--- src/rtl/tlpiu_pkg.sv ---
// tlpiu_pkg: constants, register map and carrier types for the
// two-level priority interrupt unit.
// assumes: apb slave with 32-bit data, one word per register.
package tlpiu_pkg;

   // ------------------------------------------------------------
   // register offsets (byte addresses)
   // ------------------------------------------------------------
   localparam logic [11:0] TLPIU_OFF_EXT_CTRL   = 12'hFF0;
   localparam logic [11:0] TLPIU_OFF_IRQ_CTRL   = 12'hFF4;
   localparam logic [11:0] TLPIU_OFF_RST_CTRL   = 12'hFF8;
   localparam logic [11:0] TLPIU_OFF_PER_FLAG   = 12'hFE0;
   localparam logic [11:0] TLPIU_OFF_PER_EN     = 12'hFE4;
   localparam logic [11:0] TLPIU_OFF_PER_PRIO   = 12'hFE8;
   localparam logic [11:0] TLPIU_OFF_STATUS     = 12'hFEC;

   // ------------------------------------------------------------
   // field positions and reset values
   // ------------------------------------------------------------
   localparam int          TLPIU_BIT_HIGH_EN    = 7;
   localparam int          TLPIU_BIT_LOW_EN     = 6;
   localparam int          TLPIU_BIT_PRIO_ON    = 7;
   localparam logic [7:0]  TLPIU_EXT_CTRL_RST   = 8'hC0;
   localparam logic [7:0]  TLPIU_ZERO8          = 8'h00;

   // ------------------------------------------------------------
   // vectors and latency in core cycles
   // ------------------------------------------------------------
   localparam logic [20:0] TLPIU_VEC_HIGH       = 21'h000008;
   localparam logic [20:0] TLPIU_VEC_LOW        = 21'h000018;
   localparam logic [1:0]  TLPIU_EXT_LAT        = 2'h3;

   typedef enum logic [1:0]
   {
      TLPIU_ST_IDLE = 2'b00,
      TLPIU_ST_WAIT = 2'b01,
      TLPIU_ST_VEC  = 2'b10
   } tlpiu_state_type;

   // vector request toward the core sequencer
   typedef struct packed
   {
      logic        req;
      logic        high;
      logic [20:0] addr;
   } tlpiu_vec_type;

endpackage

--- src/rtl/tlpiu_top.sv ---
// tlpiu_top: two-level priority interrupt unit with apb registers.
// assumes: core sequencer acknowledges vectors and signals return
// from interrupt with one-cycle pulses; pins synchronous to i_mclk.
//
// The APB register port is this design's own decision.
`timescale 1ns/100ps

// Functional notes
// - high vector 0008h, low vector 0018h
// - high request preempts low routine
// - each source has flag and enable; all but external input 3 have priority
// - priority mode only when reset-control bit7 set
// - high enable gates high-priority sources
// - low enable gates low-priority sources
// - flag, enable, global enable vector at once
// - compatibility mode vectors everything to 0008h
// - compatibility bit6 gates peripheral sources
// - compatibility bit7 gates every source
// - accepted request clears its admitting enable
// - no low requests during high routine
// - push return address, load vector address
// - return sets the cleared enable again
// - external event to vector three cycles
// - flags set regardless of enables
// - external control register at FF0h
module tlpiu_top
   import tlpiu_pkg::*;
#(
   parameter int NPER = 8
)
(
   input  wire logic            i_mclk,
   input  wire logic            i_arst_n,
   input  wire logic            psel,
   input  wire logic            penable,
   input  wire logic            pwrite,
   input  wire logic [11:0]     paddr,
   input  wire logic [31:0]     pwdata,
   output logic      [31:0]     o_prdata,
   output logic                 o_pready,
   output logic                 o_pslverr,
   input  wire logic [2:0]      i_ext_pin,
   input  wire logic [NPER-1:0] i_periph_event,
   input  wire logic [20:0]     i_return_addr,
   input  wire logic            i_vec_ack,
   input  wire logic            i_return_from_irq_op,
   output tlpiu_vec_type        o_vec,
   output logic                 o_stack_push,
   output logic      [20:0]     o_stack_data
);

   // ------------------------------------------------------------
   // state
   // ------------------------------------------------------------
   typedef struct packed
   {
      logic [7:0]      ext_ctrl;
      logic [7:0]      irq_ctrl;
      logic            prio_on;
      logic [NPER-1:0] pflag;
      logic [NPER-1:0] pen;
      logic [NPER-1:0] pprio;
      logic            in_high;
      logic            in_low;
      logic [1:0]      lat;
      tlpiu_state_type st;
      tlpiu_vec_type   vec;
      logic            push;
      logic [20:0]     sdata;
      logic [31:0]     prdata;
      logic            pready;
      logic            pslverr;
   } tlpiu_regs_type;

   tlpiu_regs_type r;
   tlpiu_regs_type next_r;
   logic [2:0]     ext_rise;

   tlpiu_sync_edge #(.N(3)) u_edge
   (
      .i_mclk  (i_mclk),
      .i_arst_n(i_arst_n),
      .i_pin   (i_ext_pin),
      .o_rise  (ext_rise)
   );

   // decode used by both write and read paths
   function automatic logic is_reg(input logic [11:0] a,
                                   input logic [11:0] off);
      return a == off;
   endfunction

   // ------------------------------------------------------------
   // request evaluation
   // ------------------------------------------------------------
   logic [2:0]      ext_en;
   logic [2:0]      ext_fl;
   logic [2:0]      ext_pr;
   logic            req_hi;
   logic            req_lo;
   logic            ext_pend;
   logic            any_req;
   logic            acc;
   logic            acc_wr;
   logic [NPER-1:0] per_act;

   always_comb
   begin
      ext_en  = r.ext_ctrl[5:3];
      ext_fl  = r.ext_ctrl[2:0];
      // input 3 has no priority select; treated as high level
      ext_pr  = {1'b1, r.ext_ctrl[7:6]};
      per_act = r.pflag & r.pen;
      ext_pend = |(ext_en & ext_fl);
      if (r.prio_on)
      begin
         req_hi = r.irq_ctrl[TLPIU_BIT_HIGH_EN] &
                  (|(ext_en & ext_fl & ext_pr) |
                   |(per_act & r.pprio));
         req_lo = r.irq_ctrl[TLPIU_BIT_LOW_EN] & !r.in_high &
                  (|(ext_en & ext_fl & ~ext_pr) |
                   |(per_act & ~r.pprio));
      end
      else
      begin
         req_hi = r.irq_ctrl[TLPIU_BIT_HIGH_EN] &
                  (ext_pend |
                   (r.irq_ctrl[TLPIU_BIT_LOW_EN] & |per_act));
         req_lo = 1'b0;
      end
      any_req = req_hi | req_lo;
      acc     = r.vec.req & i_vec_ack;
      acc_wr  = psel & penable & pwrite;
   end

   // ------------------------------------------------------------
   // next-state logic
   // ------------------------------------------------------------
   always_comb
   begin
      next_r         = r;
      next_r.push    = 1'b0;
      next_r.pready  = 1'b0;
      next_r.pslverr = 1'b0;

      // hardware sets flags from events whatever the enables
      // register writes first so a same-cycle event still wins
      // write lands at the edge where the master sees pready high
      if (acc_wr && r.pready)
      begin
         if (is_reg(paddr, TLPIU_OFF_EXT_CTRL))
            next_r.ext_ctrl = pwdata[7:0];
         else if (is_reg(paddr, TLPIU_OFF_IRQ_CTRL))
            next_r.irq_ctrl = pwdata[7:0];
         else if (is_reg(paddr, TLPIU_OFF_RST_CTRL))
            next_r.prio_on = pwdata[TLPIU_BIT_PRIO_ON];
         else if (is_reg(paddr, TLPIU_OFF_PER_FLAG))
            next_r.pflag = pwdata[NPER-1:0];
         else if (is_reg(paddr, TLPIU_OFF_PER_EN))
            next_r.pen = pwdata[NPER-1:0];
         else if (is_reg(paddr, TLPIU_OFF_PER_PRIO))
            next_r.pprio = pwdata[NPER-1:0];
      end
      next_r.ext_ctrl[2:0] = next_r.ext_ctrl[2:0] | ext_rise;
      next_r.pflag = next_r.pflag | i_periph_event;

      // apb answer in the cycle after the access phase begins
      if (psel && penable && !r.pready)
      begin
         next_r.pready = 1'b1;
         next_r.prdata = '0;
         if (is_reg(paddr, TLPIU_OFF_EXT_CTRL))
            next_r.prdata[7:0] = r.ext_ctrl;
         else if (is_reg(paddr, TLPIU_OFF_IRQ_CTRL))
            next_r.prdata[7:0] = r.irq_ctrl;
         else if (is_reg(paddr, TLPIU_OFF_RST_CTRL))
            next_r.prdata[TLPIU_BIT_PRIO_ON] = r.prio_on;
         else if (is_reg(paddr, TLPIU_OFF_PER_FLAG))
            next_r.prdata[NPER-1:0] = r.pflag;
         else if (is_reg(paddr, TLPIU_OFF_PER_EN))
            next_r.prdata[NPER-1:0] = r.pen;
         else if (is_reg(paddr, TLPIU_OFF_PER_PRIO))
            next_r.prdata[NPER-1:0] = r.pprio;
         else if (is_reg(paddr, TLPIU_OFF_STATUS))
            next_r.prdata[1:0] = {r.in_high, r.in_low};
         else
            next_r.pslverr = 1'b1;
      end

      // fixed latency so one- and two-cycle instructions match
      case (r.st)
         TLPIU_ST_IDLE:
         begin
            if (any_req)
            begin
               next_r.lat = TLPIU_EXT_LAT - 2'h1;
               next_r.st  = TLPIU_ST_WAIT;
            end
         end
         TLPIU_ST_WAIT:
         begin
            if (!any_req)
               next_r.st = TLPIU_ST_IDLE;
            else if (r.lat == 2'h1)
            begin
               next_r.st       = TLPIU_ST_VEC;
               next_r.vec.req  = 1'b1;
               next_r.vec.high = req_hi;
               next_r.vec.addr = req_hi ? TLPIU_VEC_HIGH
                                        : TLPIU_VEC_LOW;
            end
            else
               next_r.lat = r.lat - 2'h1;
         end
         TLPIU_ST_VEC:
         begin
            if (acc)
            begin
               next_r.vec.req = 1'b0;
               next_r.st      = TLPIU_ST_IDLE;
               next_r.push    = 1'b1;
               next_r.sdata   = i_return_addr;
               if (!r.prio_on || r.vec.high)
               begin
                  next_r.irq_ctrl[TLPIU_BIT_HIGH_EN] = 1'b0;
                  next_r.in_high = 1'b1;
               end
               else
               begin
                  next_r.irq_ctrl[TLPIU_BIT_LOW_EN] = 1'b0;
                  next_r.in_low = 1'b1;
               end
            end
         end
         default:
            next_r.st = TLPIU_ST_IDLE;
      endcase

      // return restores the enable of the innermost level
      if (i_return_from_irq_op && !acc)
      begin
         if (r.in_high)
         begin
            next_r.in_high = 1'b0;
            next_r.irq_ctrl[TLPIU_BIT_HIGH_EN] = 1'b1;
         end
         else if (r.in_low)
         begin
            next_r.in_low = 1'b0;
            next_r.irq_ctrl[TLPIU_BIT_LOW_EN] = 1'b1;
         end
      end
   end

   // ------------------------------------------------------------
   // state register
   // ------------------------------------------------------------
   always_ff @(posedge i_mclk or negedge i_arst_n)
   begin
      if (!i_arst_n)
      begin
         r          <= '0;
         r.ext_ctrl <= TLPIU_EXT_CTRL_RST;
         r.st       <= TLPIU_ST_IDLE;
      end
      else
         r <= next_r;
   end

   assign o_prdata     = r.prdata;
   assign o_pready     = r.pready;
   assign o_pslverr    = r.pslverr;
   assign o_vec        = r.vec;
   assign o_stack_push = r.push;
   assign o_stack_data = r.sdata;

   // ------------------------------------------------------------
   // assertions
   // ------------------------------------------------------------
   property p_vec_addr;
      @(posedge i_mclk) disable iff (!i_arst_n)
      o_vec.req |-> (o_vec.high && o_vec.addr == TLPIU_VEC_HIGH) ||
                    (!o_vec.high && o_vec.addr == TLPIU_VEC_LOW);
   endproperty
   a_vec_addr: assert property (p_vec_addr)
      else $error("vector address does not match level");

   property p_compat_high;
      @(posedge i_mclk) disable iff (!i_arst_n)
      (o_vec.req && !r.prio_on) |-> o_vec.addr == TLPIU_VEC_HIGH;
   endproperty
   a_compat_high: assert property (p_compat_high)
      else $error("compatibility vector not 0008h");

   property p_ack_clears;
      @(posedge i_mclk) disable iff (!i_arst_n)
      (acc && o_vec.high && !i_return_from_irq_op) |=>
         !r.irq_ctrl[TLPIU_BIT_HIGH_EN] && r.in_high;
   endproperty
   a_ack_clears: assert property (p_ack_clears)
      else $error("accepted high request left enable set");

   property p_push;
      @(posedge i_mclk) disable iff (!i_arst_n)
      acc |=> o_stack_push && o_stack_data == $past(i_return_addr);
   endproperty
   a_push: assert property (p_push)
      else $error("return address not pushed");

   property p_no_low_in_high;
      @(posedge i_mclk) disable iff (!i_arst_n)
      (r.in_high && $rose(o_vec.req)) |-> o_vec.high;
   endproperty
   a_no_low_in_high: assert property (p_no_low_in_high)
      else $error("low request vectored during high routine");

   property p_latency;
      @(posedge i_mclk) disable iff (!i_arst_n)
      (r.st == TLPIU_ST_IDLE && any_req) ##1 any_req ##1 any_req
         |=> o_vec.req;
   endproperty
   a_latency: assert property (p_latency)
      else $error("vector not raised after fixed latency");

   property p_flag_set;
      @(posedge i_mclk) disable iff (!i_arst_n)
      |i_periph_event |=> (r.pflag & $past(i_periph_event)) ==
                          $past(i_periph_event);
   endproperty
   a_flag_set: assert property (p_flag_set)
      else $error("peripheral flag lost an event");

   property p_return;
      @(posedge i_mclk) disable iff (!i_arst_n)
      (i_return_from_irq_op && !acc && r.in_low && !r.in_high) |=>
         r.irq_ctrl[TLPIU_BIT_LOW_EN] && !r.in_low;
   endproperty
   a_return: assert property (p_return)
      else $error("return did not restore low enable");

   property p_high_first;
      @(posedge i_mclk) disable iff (!i_arst_n)
      (r.st == TLPIU_ST_WAIT && r.lat == 2'h1 && req_hi) |=>
         o_vec.req && o_vec.high;
   endproperty
   a_high_first: assert property (p_high_first)
      else $error("high request not served first");
endmodule

--- src/rtl/tlpiu_sync_edge.sv ---
// tlpiu_sync_edge: rising edge detector for external pins.
// assumes: pins already synchronous to i_mclk.
`timescale 1ns/100ps
module tlpiu_sync_edge
#(
   parameter int N = 3
)
(
   input  wire logic         i_mclk,
   input  wire logic         i_arst_n,
   input  wire logic [N-1:0] i_pin,
   output logic      [N-1:0] o_rise
);
   typedef struct packed
   {
      logic [N-1:0] last;
      logic [N-1:0] rise;
   } tlpiu_edge_regs_type;

   tlpiu_edge_regs_type r;
   tlpiu_edge_regs_type next_r;

   // ------------------------------------------------------------
   // one-cycle pulse per rising edge
   // ------------------------------------------------------------
   // pins idle low, so a zero reset value gives no false edge
   always_comb
   begin
      next_r.last = i_pin;
      next_r.rise = i_pin & ~r.last;
   end

   always_ff @(posedge i_mclk or negedge i_arst_n)
   begin
      if (!i_arst_n)
         r <= '0;
      else
         r <= next_r;
   end

   assign o_rise = r.rise;
endmodule

--- config.mk ---
export PLATFORM = sky130hd
export DESIGN_NAME = tlpiu_top
export DESIGN_NICKNAME = d
export VERILOG_FILES = /design/src/rtl/tlpiu_pkg.sv /design/src/rtl/tlpiu_top.sv /design/src/rtl/tlpiu_sync_edge.sv
export SDC_FILE = /design/constraint.sdc
export NUM_CORES = 1
export LEC_CHECK = 0
export BUFFER_PORTS_ARGS = -buffer_cell sky130_fd_sc_hd__buf_2
export CAP_MARGIN = 20
export CORE_MARGIN = 4
export CORE_UTILIZATION = 54
export CTS_CLUSTER_SIZE = 12
export DETAILED_ROUTE_END_ITERATION = 7
export PLACE_DENSITY = 0.85
export SETUP_SLACK_MARGIN = 0.3
export SKIP_LAST_GASP = 1
export SLEW_MARGIN = 0
export SYNTH_ARGS = -nofsm -noshare
export SYNTH_HDL_FRONTEND = slang
export SYNTH_SLANG_ARGS = --single-unit
--- constraint.sdc ---
create_clock -name i_mclk -period 2.8 [get_ports i_mclk]
set_input_delay 0.28 -clock i_mclk [delete_from_list [all_inputs] [get_ports i_mclk]]
set_output_delay 0.28 -clock i_mclk [all_outputs]
set_load 0.05 [all_outputs]
==> results by stage <==
Status:
- The flow ran to the end, and the final reports show no timing, DRC or antenna violations.

Drt:
- Before antenna repair, the detailed router went through 5 iterations.
- After the first detailed-routing iteration, the DRC count stood at about 170.
- After detailed routing, the number of remaining DRC violations is 0.
- The detailed router placed 3532 vias in this run.
- The per-cell via count in the routed design is 5.47.
- The count of nets left with antenna violations once routing finished came out at 0.
- The average detailed-routed wire length per instance is approximately 16 um.
- The final routed wirelength across all metal layers is around 11 mm.

Timing:
- The time the worst path needs with I/O delays and setup is 1960 ps.
- The final count of pins violating max slew is 0.
- The normalized max-slew margin is 0.544.
- The final hold slack is about 38 ps.
- The post-route clock period utilization is 0.699.
- The maximum achievable frequency is slightly above 0.5 GHz.
- Setup repair after global routing left no endpoint under its margin.
- The final setup violation count is 0.
- The worst-case clock skew is ~13 ps.
- The pin slew with the least headroom to its limit is a little under 700 ps.
- The hold violation total from the final report is 0.
- The total negative setup slack is 0 ps.

Clock network:
- Clock-pin slew was measured on the worst setup and hold paths at approximately 90 ps.
- The root buffer cell is sky130_fd_sc_hd__clkbuf_8.
- The clock tree from TritonCTS is done.
- Counting along the longest clock path gives a buffer depth of 2.
- The number of sinks driven by the clock tree is 89.
- The number of clock buffers inserted by TritonCTS is 9.
- For the worst-skew pair, the clock arrives at the later sink with an insertion delay of 360 ps.
- The H-tree was split into 3 levels.

Final layout:
- Of the cells placed in the final design, the portion with a size suffix greater than 1 is 0.283.
- In the final layout, flip-flops and latches occupy around 2200 um^2.
- The number of inserted filler cells in the final layout is just under 700.
- The post-layout net count is between 600 and 700.
- The area occupied by multi-input gates is roughly 1900 um^2.
- Compared with the post-synthesis result, the final layout area differs by 8.22%.
- The antenna diode instance count is 0.

Synthesis:
- The biggest area contributor in the post-synthesis netlist is sky130_fd_sc_hd__dfrtp_1.
- Counting flops with a built-in enable in the synthesized netlist gives 0.
- The per-instance average area after synthesis is between 9 and 10 um^2.
- The proportion of netlist area held by the largest area contributor is 0.467.
- The most used flip-flop cell after synthesis is sky130_fd_sc_hd__dfrtp_1.
- By area the synthesized netlist is led by sky130_fd_sc_hd__dfrtp_1 47%, sky130_fd_sc_hd__buf_4 12%, sky130_fd_sc_hd__nand2_1 8.7%.
- Synthesis instantiated 50 different standard cells from the library.
- The proportion of register bits with asynchronous set or reset after synthesis is 1.00.
- Of the synthesized area, sequential elements account for 0.479.
- Yosys printed 0 warnings.
- After synthesis the netlist holds a flip-flop and latch count of 89.
- In this run the cell area of the synthesized design comes to approximately 4700 um^2.
- After technology mapping, the gate count stands at about 470.

Floorplanning:
- The area of the die is ~10000 um^2.
- The floorplan step set the die width to 101 um.
- The row count is 33.
- For this configuration, the core starts out at a cell density of 0.561.
- The core region area is 8300 um^2.
- For this design the top-level I/O count stands at 162.
- The die extent in y is slightly above 100 um.

Worst setup path:
- Grouping stages by cell kind, the critical path spends the most delay in compound AO/OA/AOI/OAI gates.
- The launch instance of the worst register-to-register path is r[109]$_DFFE_PN0P_.
- The critical path in this run is classified as flop to flop.
- At the worst endpoint, the required time is between 3000 and 4000 ps.
- STA classifies the critical path endpoint as a flop.
- For this design, the slowest cell found on the critical path is sky130_fd_sc_hd__dfrtp_1.
- The worst setup path is launched from a flop.
- Setup slack on the worst reg-to-reg path comes out at 840 ps.
- Following the worst setup path forward leads to its endpoint at r[82]$_DFFE_PN0P_.
- The cell depth of the worst setup path is 6.
- In this run the worst setup path begins at r[109]$_DFFE_PN0P_.
- The peak per-stage delay on the critical path is around 480 ps.
- The critical path goes through a21oi_1 -> nand3_1 -> o311ai_0 -> a41o_1 -> a21oi_1 -> o211a_1.
- In this run the critical register-to-register path is captured at r[82]$_DFFE_PN0P_.
- The critical path arrival is around 2200 ps.
- The largest fanout on the critical path is 7.
- Counting both buffers and inverters, the worst setup path holds a total of 0.
- The worst reg2reg path depth is 6.
- The critical path's most frequent cell is sky130_fd_sc_hd__a21oi_1.

GRT:
- The total overflow left after global routing is 0.
- The first global-routing pass estimated between 15 and 20 mm of wire.
- The initial antenna violation count came to 0.
- The number of global-route vias before repair is between 3000 and 4000.
- The largest net degree at the start of global routing is 90.
- For this run, the total global-route usage over all layers was measured as 0.214.

Worst hold path:
- The worst hold path cell count is 1.
- The min-delay analysis places its worst path in the category input port to flop.

Place:
- At the end of routability-driven placement, the weighted congestion stood at 0.876.
- In this run the tool buffered the top-level ports with 94 buffer cells.
- Summed over all nets, the half-perimeter wirelength after detailed placement is roughly 8 mm.

Pwr:
- In this run the power density over the cells is approximately 480 nW/um^2.
- The maximum resistive drop on vdd is ~300 uV.
- The total leakage power is around 2.6 nW.

Job:
- Across the run, the number of max-cap violations was 0.
[per-layer routing]
metal	global-route usage	vias up	wire length, um
met2	0.344	181	4930
met1	0.280	1686	4390
met5	0	-	0
met4	0.0736	0	239
li1	-	1645	-
met3	0.0567	20	985
[synthesized netlist by cell type (all sizes together) (11+ instances only)]
cell type / number
nand2: 108
dfrtp: 87
buf: 80
mux2: 30
nand3: 21
a21oi: 12
nand3b: 12
nor2: 12
o21ai: 12
clkbuf: 11
[placed cells by master (no fill, tap or decap), types with 4 or more instances in the layout]
cell type,n
sky130_fd_sc_hd__nand2_1,108
sky130_fd_sc_hd__buf_2,93
sky130_fd_sc_hd__dfrtp_1,87
sky130_fd_sc_hd__conb_1,43
sky130_fd_sc_hd__mux2_2,30
sky130_fd_sc_hd__nand3_1,21
sky130_fd_sc_hd__o21ai_0,12
sky130_fd_sc_hd__nor2_1,12
sky130_fd_sc_hd__nand3b_1,12
sky130_fd_sc_hd__a21oi_1,12
sky130_fd_sc_hd__clkbuf_8,9
sky130_fd_sc_hd__inv_1,7
sky130_fd_sc_hd__nor2b_1,7
sky130_fd_sc_hd__a22oi_1,7
sky130_fd_sc_hd__mux2i_1,6
sky130_fd_sc_hd__nand4_1,5
sky130_fd_sc_hd__buf_4,5
sky130_fd_sc_hd__and3_1,4
sky130_fd_sc_hd__nor3_1,4
sky130_fd_sc_hd__o32ai_1,4
sky130_fd_sc_hd__o22ai_1,4
[final cells by class]
type	count	share of cell area
well taps	105	0.0261
repair buffers	100	0.107
inverters	7	0.00521
multi-input cells	329	0.379
clock inverters	7	0.0151
flip-flops and latches	89	0.442
clock buffers	9	0.0246
[worst min path at each step]
stage,to,startpoint,slack (ps)
final,u_edge.r[3]$_DFF_PN0_,i_ext_pin[0],40
after floorplan,ext_en[0]$_DFFE_PN0P_,i_arst_n,-20
after CTS,u_edge.r[3]$_DFF_PN0_,i_ext_pin[0],20
after global routing,u_edge.r[3]$_DFF_PN0_,i_ext_pin[0],10
after detailed placement,u_edge.o_rise[0]$_DFF_PN0_,u_edge.r[3]$_DFF_PN0_,390
after global placement,u_edge.o_rise[2]$_DFF_PN0_,u_edge.r[5]$_DFF_PN0_,380
[stage by stage]
| stage | area, um^2 | std cells | setup WS (ps) | util | power [mW] |
|---|---|---|---|---|---|
| after CTS | 5000 | 644 | 862 | 0.603 | 2.46 |
| after global placement | 4800 | 628 | 584 | 0.579 | 1.56 |
| after floorplan | 4820 | 516 | 864 | - | 1.53 |
| after detailed placement | 4800 | 628 | 514 | 0.579 | 1.56 |
| final | 5040 | 646 | 842 | 0.607 | 2.44 |
| after global routing | 5040 | 646 | 613 | 0.607 | 2.54 |
[kinds of logic (layout without fill, tap and decap cells)]
| family | after synthesis | in the layout | synth area share |
|---|---|---|---|
| and+or+nand+nor | 187 | 187 | 0.190 |
| adders and majority gates | 1 | 1 | 0.00269 |
| muxes | 38 | 38 | 0.0951 |
| buffers and inverters | 98 | 123 | 0.145 |
| other | 1 | 43 | 0.000805 |
| DFF | 89 | 89 | 0.479 |
| AOI/OAI and AO/OA | 60 | 60 | 0.0881 |
[power breakdown]
| group | switching [mW] | leakage (nW) | internal, mW |
|---|---|---|---|
| registers | 0.00219 | 1.16 | 1.29 |
| logic | 0.203 | 1.37 | 0.0493 |
| clock network | 0.472 | 0.0966 | 0.420 |
[state kept, by name (all words and copies together), names as in the netlist, 2 cells and up]
name,cells
r,39
o_stack_data,21
o_prdata,8
o_vec,4
ext_en,3
ext_fl,3
u_edge.o_rise,3
u_edge.r,3
ext_pr,2
[repair_timing]
action	CTS	global route
buffers inserted	0	0
gates resized for setup	0	0
hold endpoints to repair	0	37
hold buffers	0	1
endpoints found under the setup margin	0	0
No activity file was read; power rests on OpenSTA's default activity.
